--- src/verilog/spp_pkg.sv ---
package spp_pkg;
   // Control word layout, written and read as one byte
   localparam int CTL_RATE_LO = 0;
   localparam int CTL_RATE_HI = 1;
   localparam int CTL_PHASE = 2;
   localparam int CTL_POLARITY = 3;
   localparam int CTL_CONTROLLER = 4;
   localparam int CTL_LSB_FIRST = 5;
   localparam int CTL_ENABLE = 6;
   localparam int CTL_SEL_OE = 7;
   localparam logic [7:0] CTL_RESET = 8'h00;
   localparam logic [7:0] DATA_RESET = 8'h00;

   // Serial clock dividers for rate codes 00..11
   localparam int DIV_R0 = 8;
   localparam int DIV_R1 = 32;
   localparam int DIV_R2 = 128;
   localparam int DIV_R3 = 256;
   localparam int HALF_W = 7;
   localparam logic [HALF_W-1:0] HALF_R0 = HALF_W'(DIV_R0 / 2 - 1);
   localparam logic [HALF_W-1:0] HALF_R1 = HALF_W'(DIV_R1 / 2 - 1);
   localparam logic [HALF_W-1:0] HALF_R2 = HALF_W'(DIV_R2 / 2 - 1);
   localparam logic [HALF_W-1:0] HALF_R3 = HALF_W'(DIV_R3 / 2 - 1);

   // Two serial clock edges per bit, eight bits per byte
   localparam int EDGE_W = 5;
   localparam logic [EDGE_W-1:0] EDGE_LAST = 5'h10;
   localparam logic [EDGE_W-1:0] EDGE_NONE = 5'h00;

   typedef enum logic {SPP_IDLE, SPP_SHIFT} spp_state_t;
endpackage : spp_pkg

--- src/verilog/spp_sync.sv ---
`timescale 1ns/10ps
// Two flop synchroniser for pin inputs
module spp_sync #(
   parameter int WIDTH = 3
) (
   input wire logic mclk_in,
   input wire logic sys_rst_in,
   input wire logic [WIDTH-1:0] d_in,
   input wire logic [WIDTH-1:0] rst_val_in,
   output logic [WIDTH-1:0] q_out
);
   logic [WIDTH-1:0] meta_reg;
   logic [WIDTH-1:0] q_reg;

   // Reset to all ones: pins idle high through pull-ups
   always_ff @(posedge mclk_in or posedge sys_rst_in) begin
      if (sys_rst_in) begin
         meta_reg <= '1;
         q_reg <= '1;
      end else begin
         meta_reg <= d_in;
         q_reg <= meta_reg;
      end
   end

   assign q_out = q_reg;
endmodule : spp_sync

--- src/verilog/spp_div.sv ---
`timescale 1ns/10ps
// Half period tick generator for the controller serial clock
module spp_div #(
   parameter int CNT_W = 7
) (
   input wire logic mclk_in,
   input wire logic sys_rst_in,
   input wire logic run_in,
   input wire logic [CNT_W-1:0] half_in,
   output logic tick_out
);
   logic [CNT_W-1:0] cnt_reg;

   // Held at zero while idle so each byte starts with a full half period
   always_ff @(posedge mclk_in or posedge sys_rst_in) begin
      if (sys_rst_in) begin
         cnt_reg <= '0;
      end else if (!run_in || tick_out) begin
         cnt_reg <= '0;
      end else begin
         cnt_reg <= cnt_reg + CNT_W'(1);
      end
   end

   assign tick_out = run_in && (cnt_reg == half_in);
endmodule : spp_div

--- src/verilog/spp_port.sv ---
`timescale 1ns/10ps
// Function
// - Polarity only sets the idle level of the serial clock.
// - Phase 0 samples on first edge, phase 1 on second edge.
// - Both ends share phase and polarity; four clock formats.
// - Phase 0 target writing data while selected flags write collision.
// - Phase 1: select may stay low across bytes.
// - A finished byte is copied to a separate read buffer.
// - Byte done while buffer unread: overrun set, new byte dropped.
// - Most significant bit first unless low-bit-first is set.
// - Data write during transfer flags collision, transfer unchanged.
// - Collision detection works as controller and as target.
// - Write collision flag is cleared only by software.
// - Transfer done flag set when a byte exchange completes.
// - Interrupt needs done or mode fault flag, port enable and global enable.
// - Transfer done flag stays set until software clears it.
// - Mode fault clears controller and enable bits, requests interrupt.
// - Mode fault flag set when controller and select input low.
// - Select pin as output inhibits mode fault.
// - Mode fault flag is cleared only by software.
// - Controller clock is system clock over 8, 32, 128 or 256.
// - Only a controller starts a transfer, on a data write.
// - Target aborts and idles whenever select goes high.
// - Select takeover/output codes 00 fault; 10 and 11 do not.
module spp_port (
   // Clock and reset
   input wire logic mclk_in,
   input wire logic sys_rst_in,
   // Control word access
   input wire logic ctl_wr_in,
   input wire logic [7:0] ctl_data_in,
   output logic [7:0] ctl_out,
   input wire logic select_pin_takeover_in,
   input wire logic port_irq_enable_in,
   input wire logic global_irq_enable_in,
   // Data access
   input wire logic data_wr_in,
   input wire logic [7:0] data_in,
   input wire logic data_rd_in,
   output logic [7:0] data_out,
   // Flags and their clears
   input wire logic done_clr_in,
   input wire logic overrun_clr_in,
   input wire logic collision_clr_in,
   input wire logic fault_clr_in,
   output logic transfer_done_flag_out,
   output logic overrun_flag_out,
   output logic write_collision_flag_out,
   output logic mode_fault_flag_out,
   output logic busy_out,
   output logic irq_out,
   // Serial pins
   input wire logic serial_clock_pin_in,
   output logic serial_clock_pin_out,
   output logic serial_clock_pin_oe_out,
   input wire logic ctrl_data_pin_in,
   output logic ctrl_data_pin_out,
   output logic ctrl_data_pin_oe_out,
   input wire logic tgt_data_pin_in,
   output logic tgt_data_pin_out,
   output logic tgt_data_pin_oe_out,
   input wire logic select_n_pin_in,
   output logic select_n_pin_out,
   output logic select_n_pin_oe_out
);
   logic [7:0] ctl_reg;
   logic [7:0] shift_reg;
   logic [7:0] rx_buf_reg;
   logic rx_unread_reg;
   logic out_bit_reg;
   logic sclk_lvl_reg;
   logic sclk_prev_reg;
   logic [spp_pkg::EDGE_W-1:0] edge_cnt_reg;
   spp_pkg::spp_state_t state_reg;
   logic done_reg;
   logic ovr_reg;
   logic write_collision_flag_reg;
   logic mode_fault_flag_reg;

   // Pin inputs, synchronised
   logic [2:0] pins_s;
   logic sclk_s;
   logic mosi_s;
   logic ss_n_s;
   logic miso_s;

   spp_sync #(.WIDTH(3)) u_sync (
      .mclk_in(mclk_in),
      .sys_rst_in(sys_rst_in),
      .d_in({serial_clock_pin_in, ctrl_data_pin_in, select_n_pin_in}),
      .rst_val_in(3'h7),
      .q_out(pins_s)
   );
   // Target data input read only when controller; separate sync pair
   logic miso_meta_reg;
   logic miso_reg;
   always_ff @(posedge mclk_in or posedge sys_rst_in) begin
      if (sys_rst_in) begin
         miso_meta_reg <= 1'h1;
         miso_reg <= 1'h1;
      end else begin
         miso_meta_reg <= tgt_data_pin_in;
         miso_reg <= miso_meta_reg;
      end
   end
   assign sclk_s = pins_s[2];
   assign mosi_s = pins_s[1];
   assign ss_n_s = pins_s[0];
   assign miso_s = miso_reg;

   // Control field decode
   wire enable = ctl_reg[spp_pkg::CTL_ENABLE];
   wire ctrl_mode = ctl_reg[spp_pkg::CTL_CONTROLLER];
   wire phase = ctl_reg[spp_pkg::CTL_PHASE];
   wire polarity = ctl_reg[spp_pkg::CTL_POLARITY];
   wire lsb_first = ctl_reg[spp_pkg::CTL_LSB_FIRST];
   wire sel_oe = ctl_reg[spp_pkg::CTL_SEL_OE];
   wire [1:0] rate = ctl_reg[spp_pkg::CTL_RATE_HI:spp_pkg::CTL_RATE_LO];

   // Rate select to half period count
   wire [spp_pkg::HALF_W-1:0] half_sel =
      (rate == 2'h0) ? spp_pkg::HALF_R0 :
      (rate == 2'h1) ? spp_pkg::HALF_R1 :
      (rate == 2'h2) ? spp_pkg::HALF_R2 : spp_pkg::HALF_R3;

   wire shifting = (state_reg == spp_pkg::SPP_SHIFT);
   wire is_ctrl = enable && ctrl_mode;
   wire is_tgt = enable && !ctrl_mode;
   wire tgt_sel = is_tgt && !ss_n_s;
   wire tick;

   spp_div #(.CNT_W(spp_pkg::HALF_W)) u_div (
      .mclk_in(mclk_in),
      .sys_rst_in(sys_rst_in),
      .run_in(is_ctrl && shifting),
      .half_in(half_sel),
      .tick_out(tick)
   );

   // Fault when select input low, pin not taken over and sel_oe clear
   wire fault_det = ctrl_mode && !select_pin_takeover_in && !sel_oe
      && !ss_n_s;

   // Serial clock edges: own divider as controller, pin as target
   wire pin_edge = sclk_s ^ sclk_prev_reg;
   wire edge_evt = shifting && !fault_det &&
      (is_ctrl ? tick : (tgt_sel && pin_edge));
   wire [spp_pkg::EDGE_W-1:0] edge_num = edge_cnt_reg + spp_pkg::EDGE_W'(1);
   // Sample on odd edges for phase 0 and even edges for phase 1
   wire sample_edge = edge_evt && (edge_num[0] != phase);
   wire drive_edge = edge_evt && !sample_edge;
   wire byte_done = edge_evt && (edge_num == spp_pkg::EDGE_LAST);

   // Serial input bit and next output bit depend on bit order
   wire rx_bit = is_ctrl ? miso_s : mosi_s;
   wire [7:0] shift_in = lsb_first ? {rx_bit, shift_reg[7:1]} :
      {shift_reg[6:0], rx_bit};
   wire head_bit = lsb_first ? shift_reg[0] : shift_reg[7];

   // Collision: write while busy, or phase 0 target write while selected
   wire busy = shifting && (is_ctrl || (edge_cnt_reg != spp_pkg::EDGE_NONE));
   wire collide = data_wr_in && (busy || (tgt_sel && !phase));
   wire load = data_wr_in && !collide;
   wire start = load && is_ctrl && !shifting && !fault_det;
   wire overrun = byte_done && rx_unread_reg;
   // Deselect, disable or fault ends a byte early, clock back to idle
   wire abort = shifting &&
      (!enable || fault_det || (!ctrl_mode && ss_n_s));

   // Control word; mode fault clears controller and enable
   always_ff @(posedge mclk_in or posedge sys_rst_in) begin
      if (sys_rst_in) begin
         ctl_reg <= spp_pkg::CTL_RESET;
      end else if (fault_det) begin
         ctl_reg <= (ctl_wr_in ? ctl_data_in : ctl_reg) &
            ~(8'h01 << spp_pkg::CTL_ENABLE) &
            ~(8'h01 << spp_pkg::CTL_CONTROLLER);
      end else if (ctl_wr_in) begin
         ctl_reg <= ctl_data_in;
      end
   end

   // Transfer sequencer; target drops back to idle when deselected
   always_ff @(posedge mclk_in or posedge sys_rst_in) begin
      if (sys_rst_in) begin
         state_reg <= spp_pkg::SPP_IDLE;
         edge_cnt_reg <= spp_pkg::EDGE_NONE;
      end else begin
         unique case (state_reg)
            spp_pkg::SPP_IDLE: begin
               edge_cnt_reg <= spp_pkg::EDGE_NONE;
               if (start || tgt_sel) begin
                  state_reg <= spp_pkg::SPP_SHIFT;
               end
            end
            spp_pkg::SPP_SHIFT: begin
               if (abort) begin
                  state_reg <= spp_pkg::SPP_IDLE;
                  edge_cnt_reg <= spp_pkg::EDGE_NONE;
               end else if (byte_done) begin
                  edge_cnt_reg <= spp_pkg::EDGE_NONE;
                  // Target keeps shifting while select stays low
                  if (is_ctrl) begin
                     state_reg <= spp_pkg::SPP_IDLE;
                  end
               end else if (edge_evt) begin
                  edge_cnt_reg <= edge_num;
               end
            end
         endcase
      end
   end

   // Shifter, serial clock level and output bit
   always_ff @(posedge mclk_in or posedge sys_rst_in) begin
      if (sys_rst_in) begin
         shift_reg <= spp_pkg::DATA_RESET;
         out_bit_reg <= 1'h0;
         sclk_lvl_reg <= 1'h0;
         sclk_prev_reg <= 1'h1;
      end else begin
         sclk_prev_reg <= sclk_s;
         if (load) begin
            shift_reg <= data_in;
         end else if (sample_edge) begin
            shift_reg <= shift_in;
         end
         // Idle level returns between bytes; polarity only inverts it
         if (!shifting || byte_done || abort) begin
            sclk_lvl_reg <= 1'h0;
         end else if (edge_evt) begin
            sclk_lvl_reg <= !sclk_lvl_reg;
         end
         // First bit presented before the first edge for phase 0
         if (edge_cnt_reg == spp_pkg::EDGE_NONE && !edge_evt) begin
            out_bit_reg <= load ? (lsb_first ? data_in[0] : data_in[7])
               : head_bit;
         end else if (drive_edge) begin
            out_bit_reg <= head_bit;
         end
      end
   end

   // Read buffer: copied at byte end unless previous byte unread
   always_ff @(posedge mclk_in or posedge sys_rst_in) begin
      if (sys_rst_in) begin
         rx_buf_reg <= spp_pkg::DATA_RESET;
         rx_unread_reg <= 1'h0;
      end else begin
         if (byte_done && !rx_unread_reg) begin
            // Phase 0 ends on a drive edge: the shifter is already whole
            rx_buf_reg <= sample_edge ? shift_in : shift_reg;
            rx_unread_reg <= 1'h1;
         end else if (data_rd_in) begin
            rx_unread_reg <= 1'h0;
         end
      end
   end

   // Sticky flags: a set in the same cycle as a clear wins
   always_ff @(posedge mclk_in or posedge sys_rst_in) begin
      if (sys_rst_in) begin
         done_reg <= 1'h0;
         ovr_reg <= 1'h0;
         write_collision_flag_reg <= 1'h0;
         mode_fault_flag_reg <= 1'h0;
      end else begin
         done_reg <= byte_done || (done_reg && !done_clr_in);
         ovr_reg <= overrun || (ovr_reg && !overrun_clr_in);
         write_collision_flag_reg <= collide || (write_collision_flag_reg && !collision_clr_in);
         mode_fault_flag_reg <= fault_det || (mode_fault_flag_reg && !fault_clr_in);
      end
   end

   // Register outputs
   assign ctl_out = ctl_reg;
   assign data_out = rx_buf_reg;
   assign transfer_done_flag_out = done_reg;
   assign overrun_flag_out = ovr_reg;
   assign write_collision_flag_out = write_collision_flag_reg;
   assign mode_fault_flag_out = mode_fault_flag_reg;
   assign busy_out = busy;
   assign irq_out = (done_reg || mode_fault_flag_reg) && port_irq_enable_in
      && global_irq_enable_in;

   // Pin drive: controller owns clock and data out, target drives when on and selected
   assign serial_clock_pin_out = polarity ^ sclk_lvl_reg;
   assign serial_clock_pin_oe_out = is_ctrl;
   assign ctrl_data_pin_out = out_bit_reg;
   assign ctrl_data_pin_oe_out = is_ctrl;
   assign tgt_data_pin_out = out_bit_reg;
   assign tgt_data_pin_oe_out = tgt_sel;
   // Automatic select output low during each controller byte
   assign select_n_pin_out = !shifting;
   assign select_n_pin_oe_out = is_ctrl && select_pin_takeover_in && sel_oe;
endmodule : spp_port

--- config.mk ---
export PLATFORM = sky130hd
export DESIGN_NAME = spp_port
export DESIGN_NICKNAME = d
export VERILOG_FILES = /design/src/verilog/spp_pkg.sv /design/src/verilog/spp_sync.sv /design/src/verilog/spp_div.sv /design/src/verilog/spp_port.sv
export SDC_FILE = /design/constraint.sdc
export NUM_CORES = 1
export LEC_CHECK = 0
export ABC_AREA = 1
export BUFFER_PORTS_ARGS = -buffer_cell sky130_fd_sc_hd__buf_2
export CAP_MARGIN = 15
export CORE_ASPECT_RATIO = 1.2
export CORE_UTILIZATION = 35
export CTS_BUF_LIST = sky130_fd_sc_hd__clkbuf_4
export DETAILED_ROUTE_END_ITERATION = 7
export MAX_ROUTING_LAYER = met4
export PLACE_DENSITY = 0.65
export SETUP_SLACK_MARGIN = 0.3
export SYNTH_ARGS = -nofsm -noshare
export SYNTH_HDL_FRONTEND = slang
export SYNTH_HIERARCHICAL = 1
export SYNTH_SLANG_ARGS = --single-unit
export TNS_END_PERCENT = 10
--- constraint.sdc ---
create_clock -name mclk_in -period 2.15 [get_ports mclk_in]
set_input_delay 0.43 -clock mclk_in [delete_from_list [all_inputs] [get_ports mclk_in]]
set_output_delay 0.43 -clock mclk_in [all_outputs]
set_load 0.02 [all_outputs]
* Yosys cells after proc, flatten, opt, wreduce, memory -nomap -nowiden
Cells that the tools add are included.
Operators by class: bitwise operators 3, reductions and logical operators 72, equality and inequality tests 6, add/subtract/negate cells 2, multiplexer cells 29
Operators with widths (number):
- 2-to-1 mux 7 bit | 5
- logical AND 1 bit | 34
- 2-to-1 mux 8 bit | 4
- logical NOT 1 bit | 18
- 2-to-1 mux 1 bit | 15
- 2-to-1 mux 5 bit | 3
- logical OR 1 bit | 13
- one-hot mux 5 bit (2 select lines) | 1
- nonzero test 2 bit | 4
- adder 7 x 1 -> 7 bit (second input constant) | 1
- == test 7 bit | 1
- adder 5 x 1 -> 5 bit (second input constant) | 1
- == test 5 bit (second input constant) | 1
- logical NOT 5 bit | 1
- nonzero test 5 bit | 1
- != test 4 x 1 -> 1 bit (second input constant) | 1
- == test 2 x 1 -> 1 bit (second input constant) | 1
- == test 2 bit (second input constant) | 1
- logical NOT 2 bit | 1
- one-hot mux 1 bit (2 select lines) | 1
- bitwise XOR 1 bit | 2
- != test 1 bit | 1
- inverter 1 bit | 1
Word-level totals: flip-flop bits (word level) 53, output and inout bits 30, word-level logic and storage cells 131, bits of input ports 32

* Depth between registers and ports, before layout
depth in word-level cells 14, mapped depth 17, mapped depth without buffers 16

* By module
The synthesis kept the hierarchy.
Modules (own cells, without submodules):
- spp_port | area each 2109.5 µm², instances 1, cells each 265
- spp_div | area each 460.4 µm², instances 1, cells each 68
- spp_sync | area each 161.4 µm², instances 1, cells each 7

* Worst setup path after synthesis
OpenSTA, ideal clock, no wires.
path kind register to register, from reg ctl_reg[1] (netlist: ctl_out[1]), to reg out_bit_reg (netlist: ctrl_data_pin_out), clock period less this slack 1.883 ns, buffers on the path 1, setup time 0.121 ns, data arrival time 1.762 ns, cell stages (with the launch flop) 16, setup slack 0.267 ns, cells stage by stage dfrtp_1 -> inv_1 -> nand2_1 -> inv_1 -> nand2_1 -> nand2_1 -> nand3_1 -> nor3_1 -> nand2_1 -> nand2_2 -> nand2_4 -> buf_4 -> nand2_1 -> o21ai_0 -> nand3_1 -> nand2_1
RTL lines:
- start: declaration | RTL line spp_port.sv:66 | logic [7:0] ctl_reg;
- start signal: assignment | RTL line spp_port.sv:173 | ctl_reg <= spp_pkg::CTL_RESET;
- start signal: assignment | RTL line spp_port.sv:175 | ctl_reg <= (ctl_wr_in ? ctl_data_in : ctl_reg) &
- start signal: assignment | RTL line spp_port.sv:179 | ctl_reg <= ctl_data_in;
- == test 2 x 1 -> 1 bit | RTL line spp_port.sv:123 | (rate == 2'h1) ? spp_pkg::HALF_R1 :
- 2-to-1 mux 7 bit | RTL line spp_port.sv:123
- 2-to-1 mux 7 bit (*) | RTL line spp_port.sv:122 | (rate == 2'h0) ? spp_pkg::HALF_R0 :
- net half_sel, one bit | RTL line spp_port.sv:121 | wire [spp_pkg::HALF_W-1:0] half_sel =
- == test 7 bit (*) | RTL line spp_div.sv:25 | assign tick_out = run_in && (cnt_reg == half_in);
- logical AND 1 bit (*) | RTL line spp_div.sv:25
- net tick | RTL line spp_port.sv:130 | wire tick;
- 2-to-1 mux 1 bit (*) | RTL line spp_port.sv:147 | (is_ctrl ? tick : (tgt_sel && pin_edge));
- logical AND 1 bit (*) | RTL line spp_port.sv:146 | wire edge_evt = shifting && !fault_det &&
- logical AND 1 bit | RTL line spp_port.sv:150 | wire sample_edge = edge_evt && (edge_num[0] != phase);
- logical NOT 1 bit | RTL line spp_port.sv:151 | wire drive_edge = edge_evt && !sample_edge;
- logical AND 1 bit | RTL line spp_port.sv:151
- nonzero test 2 bit (no source line)
- end signal: assignment | RTL line spp_port.sv:236 | out_bit_reg <= load ? (lsb_first ? data_in[0] : data_in[7])
- end signal: assignment | RTL line spp_port.sv:239 | out_bit_reg <= head_bit;
- end: declaration | RTL line spp_port.sv:70 | logic out_bit_reg;
The timed path passes the listed nets; every way through them passes the cells marked *. A chain may end at the register's enable or synchronous reset.

* Final worst setup path
from reg edge_cnt_reg[0] (netlist bit), to out busy_out
Between the ends: word-level cells in the longest chain between the ends 3
Ends and longest elaborated chain:
- start: declaration | RTL line spp_port.sv:73 | logic [spp_pkg::EDGE_W-1:0] edge_cnt_reg;
- start signal: assignment | RTL line spp_port.sv:187 | edge_cnt_reg <= spp_pkg::EDGE_NONE;
- start signal: assignment | RTL line spp_port.sv:191 | edge_cnt_reg <= spp_pkg::EDGE_NONE;
- start signal: assignment | RTL line spp_port.sv:199 | edge_cnt_reg <= spp_pkg::EDGE_NONE;
- nonzero test 5 bit | RTL line spp_port.sv:161 | wire busy = shifting && (is_ctrl || (edge_cnt_reg != spp_pkg::EDGE_NONE));
- logical OR 1 bit | RTL line spp_port.sv:161
- logical AND 1 bit | RTL line spp_port.sv:161
- end: declaration | RTL line spp_port.sv:50 | output logic busy_out,
Every way passes these cells.

==> summary.log <==
[outcome] result of the run completed
[yosys] Synth area leaders sky130_fd_sc_hd__dfrtp_1 (40%), sky130_fd_sc_hd__nand2_1 (16%), sky130_fd_sc_hd__dfstp_2 (8.7%)
[power] Peak VDD IR 0.000321 V
[grt] antenna violations before repair 0
[yosys] Syn Std Cell Area 2730 um^2
[setup_path] highest net fanout along the worst path 2
[place] count of port buffers added during placement 61
[timing] clock period minus worst slack 1940 ps
[setup_path] register-to-register setup slack 210 ps
[setup_path] data arrival time of the worst path 1510 ps
[route] detailed-route vias per instance 4.66
[clock_tree] post-CTS clock slew at the launch and capture registers of the worst setup and hold paths 160 ps
[timing] count of final hold-check violations 0
[timing] highest clock rate 515 MHz
[yosys] Async S/R FF share, synth 1.00
[place] Post-DP HPWL 4590 um
[yosys] total number of yosys warnings 6
[route] overall via count from detail_route 2386
[floorplanning] Core Footprint 7400 um^2
[timing] Clock Skews 29.8 ps
[clock_tree] deepest clock path buffer count 2
[yosys] share of Yosys cell area claimed by the top area cell type 0.403
[floorplanning] initial standard-cell utilization of the core 0.369
[yosys] largest family of logic cells by synthesized area simple AND/OR/NAND/NOR gates
[route] number of design rule violations left after detail routing 0
[setup_path] capturing point of the worst reg2reg path shift_reg[1]$_DFF_PP0_
[floorplanning] die width 82.6 um
[setup_path] reg-to-reg critical path startpoint ctl_out[1]$_DFFE_PP0P_
[clock_tree] CTS tree done
[yosys] Post-Synth XOR/XNOR Area 0.0353
[layout] area added between synthesis and finish 25.6%
[floorplanning] total die area 8160 um^2
[route] detailed router's first-iteration violation count 95
[yosys] number of enable flip-flop cells after synthesis 0
[grt] via count of the first global-routing pass 2367
[timing] Slew HR 0.647
[floorplanning] IO Pins 62
[timing] transition time at the pin with the least slew margin 529 ps
[yosys] synthesized-area fraction occupied by ao, oa, aoi and oai cells 0.0889
[timing] sum of negative setup slack 0 ps
[route] total iterations of the first detailed-routing run 4
[setup_path] capturing element type of the critical path output pin
[yosys] register bit total from synthesis 53
[setup_path] delay contributed by the slowest stage of the critical path 440 ps
[timing] final count of pins violating max slew 0
[setup_path] length in cells of the worst reg-to-reg path 15
[clock_tree] library cell used as clock root buffer sky130_fd_sc_hd__clkbuf_4
[power] leakage power of the design 1.84 nW
[yosys] mean instance size in the synthesized netlist 8.03 um^2
[yosys] cell count after synthesis 340
[setup_path] critical-path cell with the highest stage delay sky130_fd_sc_hd__dfrtp_2
[layout] final instance area 3430 um^2
[hold_path] worst hold-check path type input pin to flip-flop
[clock_tree] total clock buffers created by CTS 5
[grt] first-pass GRT wire length 10800 um
[timing] WHS 125 ps
[yosys] basic-gate share of the synthesized area counting and, or, nand and nor cells 0.255
[grt] largest net degree at the start of global routing 25
[floorplanning] height of the die 98.8 um
[grt] GRT Util Overall 0.177
[timing] RSZ-0062 raised after global routing yes
[power] PwrDens 617 nW/um^2
[yosys] adder-cell share of the synthesized area 0.0183
[yosys] top post-synthesis cells by count sky130_fd_sc_hd__nand2_1 (119), sky130_fd_sc_hd__inv_1 (49), sky130_fd_sc_hd__dfrtp_1 (44)
[clock_tree] H-tree depth 2
[yosys] most area-hungry cell type in the Yosys netlist sky130_fd_sc_hd__dfrtp_1
[yosys] fraction of the yosys area taken by sequential cells 0.490
[yosys] most common cell in the synthesized netlist sky130_fd_sc_hd__nand2_1
[route] mean routed wirelength per cell 12.5 um
[clock_tree] count of clock tree sinks 53
[setup_path] cell repeated most along the worst path sky130_fd_sc_hd__inv_2
[place] placer's final routability congestion estimate 0.828
[floorplanning] Row Count 34
[timing] final cycle utilization of the critical path 0.903
[timing] setup violation total in the final timing report 0
[yosys] synth unique cells 37
[setup_path] Crit. Startpoint edge_cnt_reg[0]$_DFFE_PP0P_
[setup_path] Worst Path Class, Setup flip-flop to output pin
[grt] sum of overflow across all layers after global routing 0
[setup_path] Setup crit start kind flip-flop
[job] max capacitance violation total 0
[route] final antenna-violating net count 0
[clock_tree] clock latency reported for the late side of the worst-skew pair 390 ps
[setup_path] Critical Path End busy_out
[layout] number of inserted diodes 0
[layout] fraction of layout cells with a size suffix above 1 0.336
[setup_path] data required time at the worst endpoint 1720 ps
[route] total length of routed wires 6400 um
[yosys] dominant register cell in the synthesized netlist sky130_fd_sc_hd__dfrtp_1
[setup_path] cell-by-cell listing of the critical path inv_2 -> ha_4 -> inv_2 -> nor2_2 -> nand3_1 -> nand2_2 -> inv_2 -> buf_6
[place] post-detailed-placement cell area 3140 um^2
[layout] final layout net count 457
[yosys] share of cell area taken by muxes after synthesis 0.0160
## cells by family (layout without fill, tap and decap cells)
kind of cell             Yosys count  after routing
XOR/XNOR                          11             11
other                              1              4
multiplexers                       4              4
buffers and inverters             62            138
AND/OR/NAND/NOR                  163            166
flip-flops                        53             53
adder cells (fa/ha/maj)            4              4
AO/OA/AOI/OAI                     42             42
## worst max-delay path, delay by kind of cell (launching register included)
kind	cells	cell delay, ps
adder cells (fa/ha/maj)	1	120
buffers and inverters	4	270
flip-flops	1	440
AND/OR/NAND/NOR	3	300
## where the power goes
group,internal (W),total (W),leakage (nW),switching [W]
sequential,0.00106,0.00112,0.672,0.0000539
clock,0.000248,0.000587,0.0456,0.000339
combinational,0.000149,0.000413,1.12,0.000264
## timing repair
action | CTS | global route
endpoints found under the setup margin | 26 | 29
pin swaps | 8 | 9
buffers inserted | 9 | 2
resized for setup | 25 | 10
hold endpoints to repair | 2 | 0
hold buffers | 1 | 0
cloned | 3 | 0
## how the worst min path moves through the flow
stage / startpoint / to / slack, ps / depth (start not counted)
6_report: ctrl_data_pin_in / u_sync/meta_reg[1]$_DFF_PP1_ / 130 / 1
5_1_grt: serial_clock_pin_in / u_sync/meta_reg[2]$_DFF_PP1_ / 90 / 1
4_1_cts: serial_clock_pin_in / u_sync/meta_reg[2]$_DFF_PP1_ / 110 / 1
3_5_place_dp: u_sync/meta_reg[1]$_DFF_PP1_ / u_sync/q_out[1]$_DFF_PP1_ / 350 / 0
3_3_place_gp: u_sync/meta_reg[2]$_DFF_PP1_ / u_sync/q_out[2]$_DFF_PP1_ / 350 / 0
2_1_floorplan: sys_rst_in / u_div/cnt_reg[0]$_DFF_PP0_ / 230 / 1
## per-layer routing
layer	track usage	vias up	part of all wire
met4	0.0716	0	0.023
met3	0.0296	11	0.050
met2	0.276	64	0.49
met1	0.225	1108	0.44
li1	-	1203	-
met5	-	-	0
## placed cells by master, fill, tap and decap left out, drive strengths merged
cell,count
a21oi,7
a31oi,1
and3,1
buf,75
bufinv,1
clkbuf,5
clkinv,2
conb,4
dfrtp,44
dfstp,9
dlygate4sd3,1
ha,4
inv,54
mux2,3
mux2i,1
nand2,126
nand3,11
nor2,23
nor3,4
o211ai,1
o21ai,30
o21bai,2
o22ai,1
or2,1
xnor2,2
xor2,9
## metrics by stage
step	total power [W]	std cells	worst slack, ps	util
final	0.00212	512	208	0.463
after global routing	0.00222	512	32.1	0.463
after CTS	0.00211	510	233	0.459
after detailed placement	0.00151	489	124	0.424
after global placement	0.00150	489	142	0.424
after floorplan	0.00138	343	305	-
## final cells by class
class | instances | area [um^2]
sequential | 53 | 1340
multi-input combinational | 231 | 1250
clock buffer | 5 | 37.5
tap | 90 | 113
clock inverter | 3 | 43.8
inverter | 54 | 215
fill | 751 | 3970
timing repair buffer | 76 | 427
No activity file was read; power rests on OpenSTA's default activity.
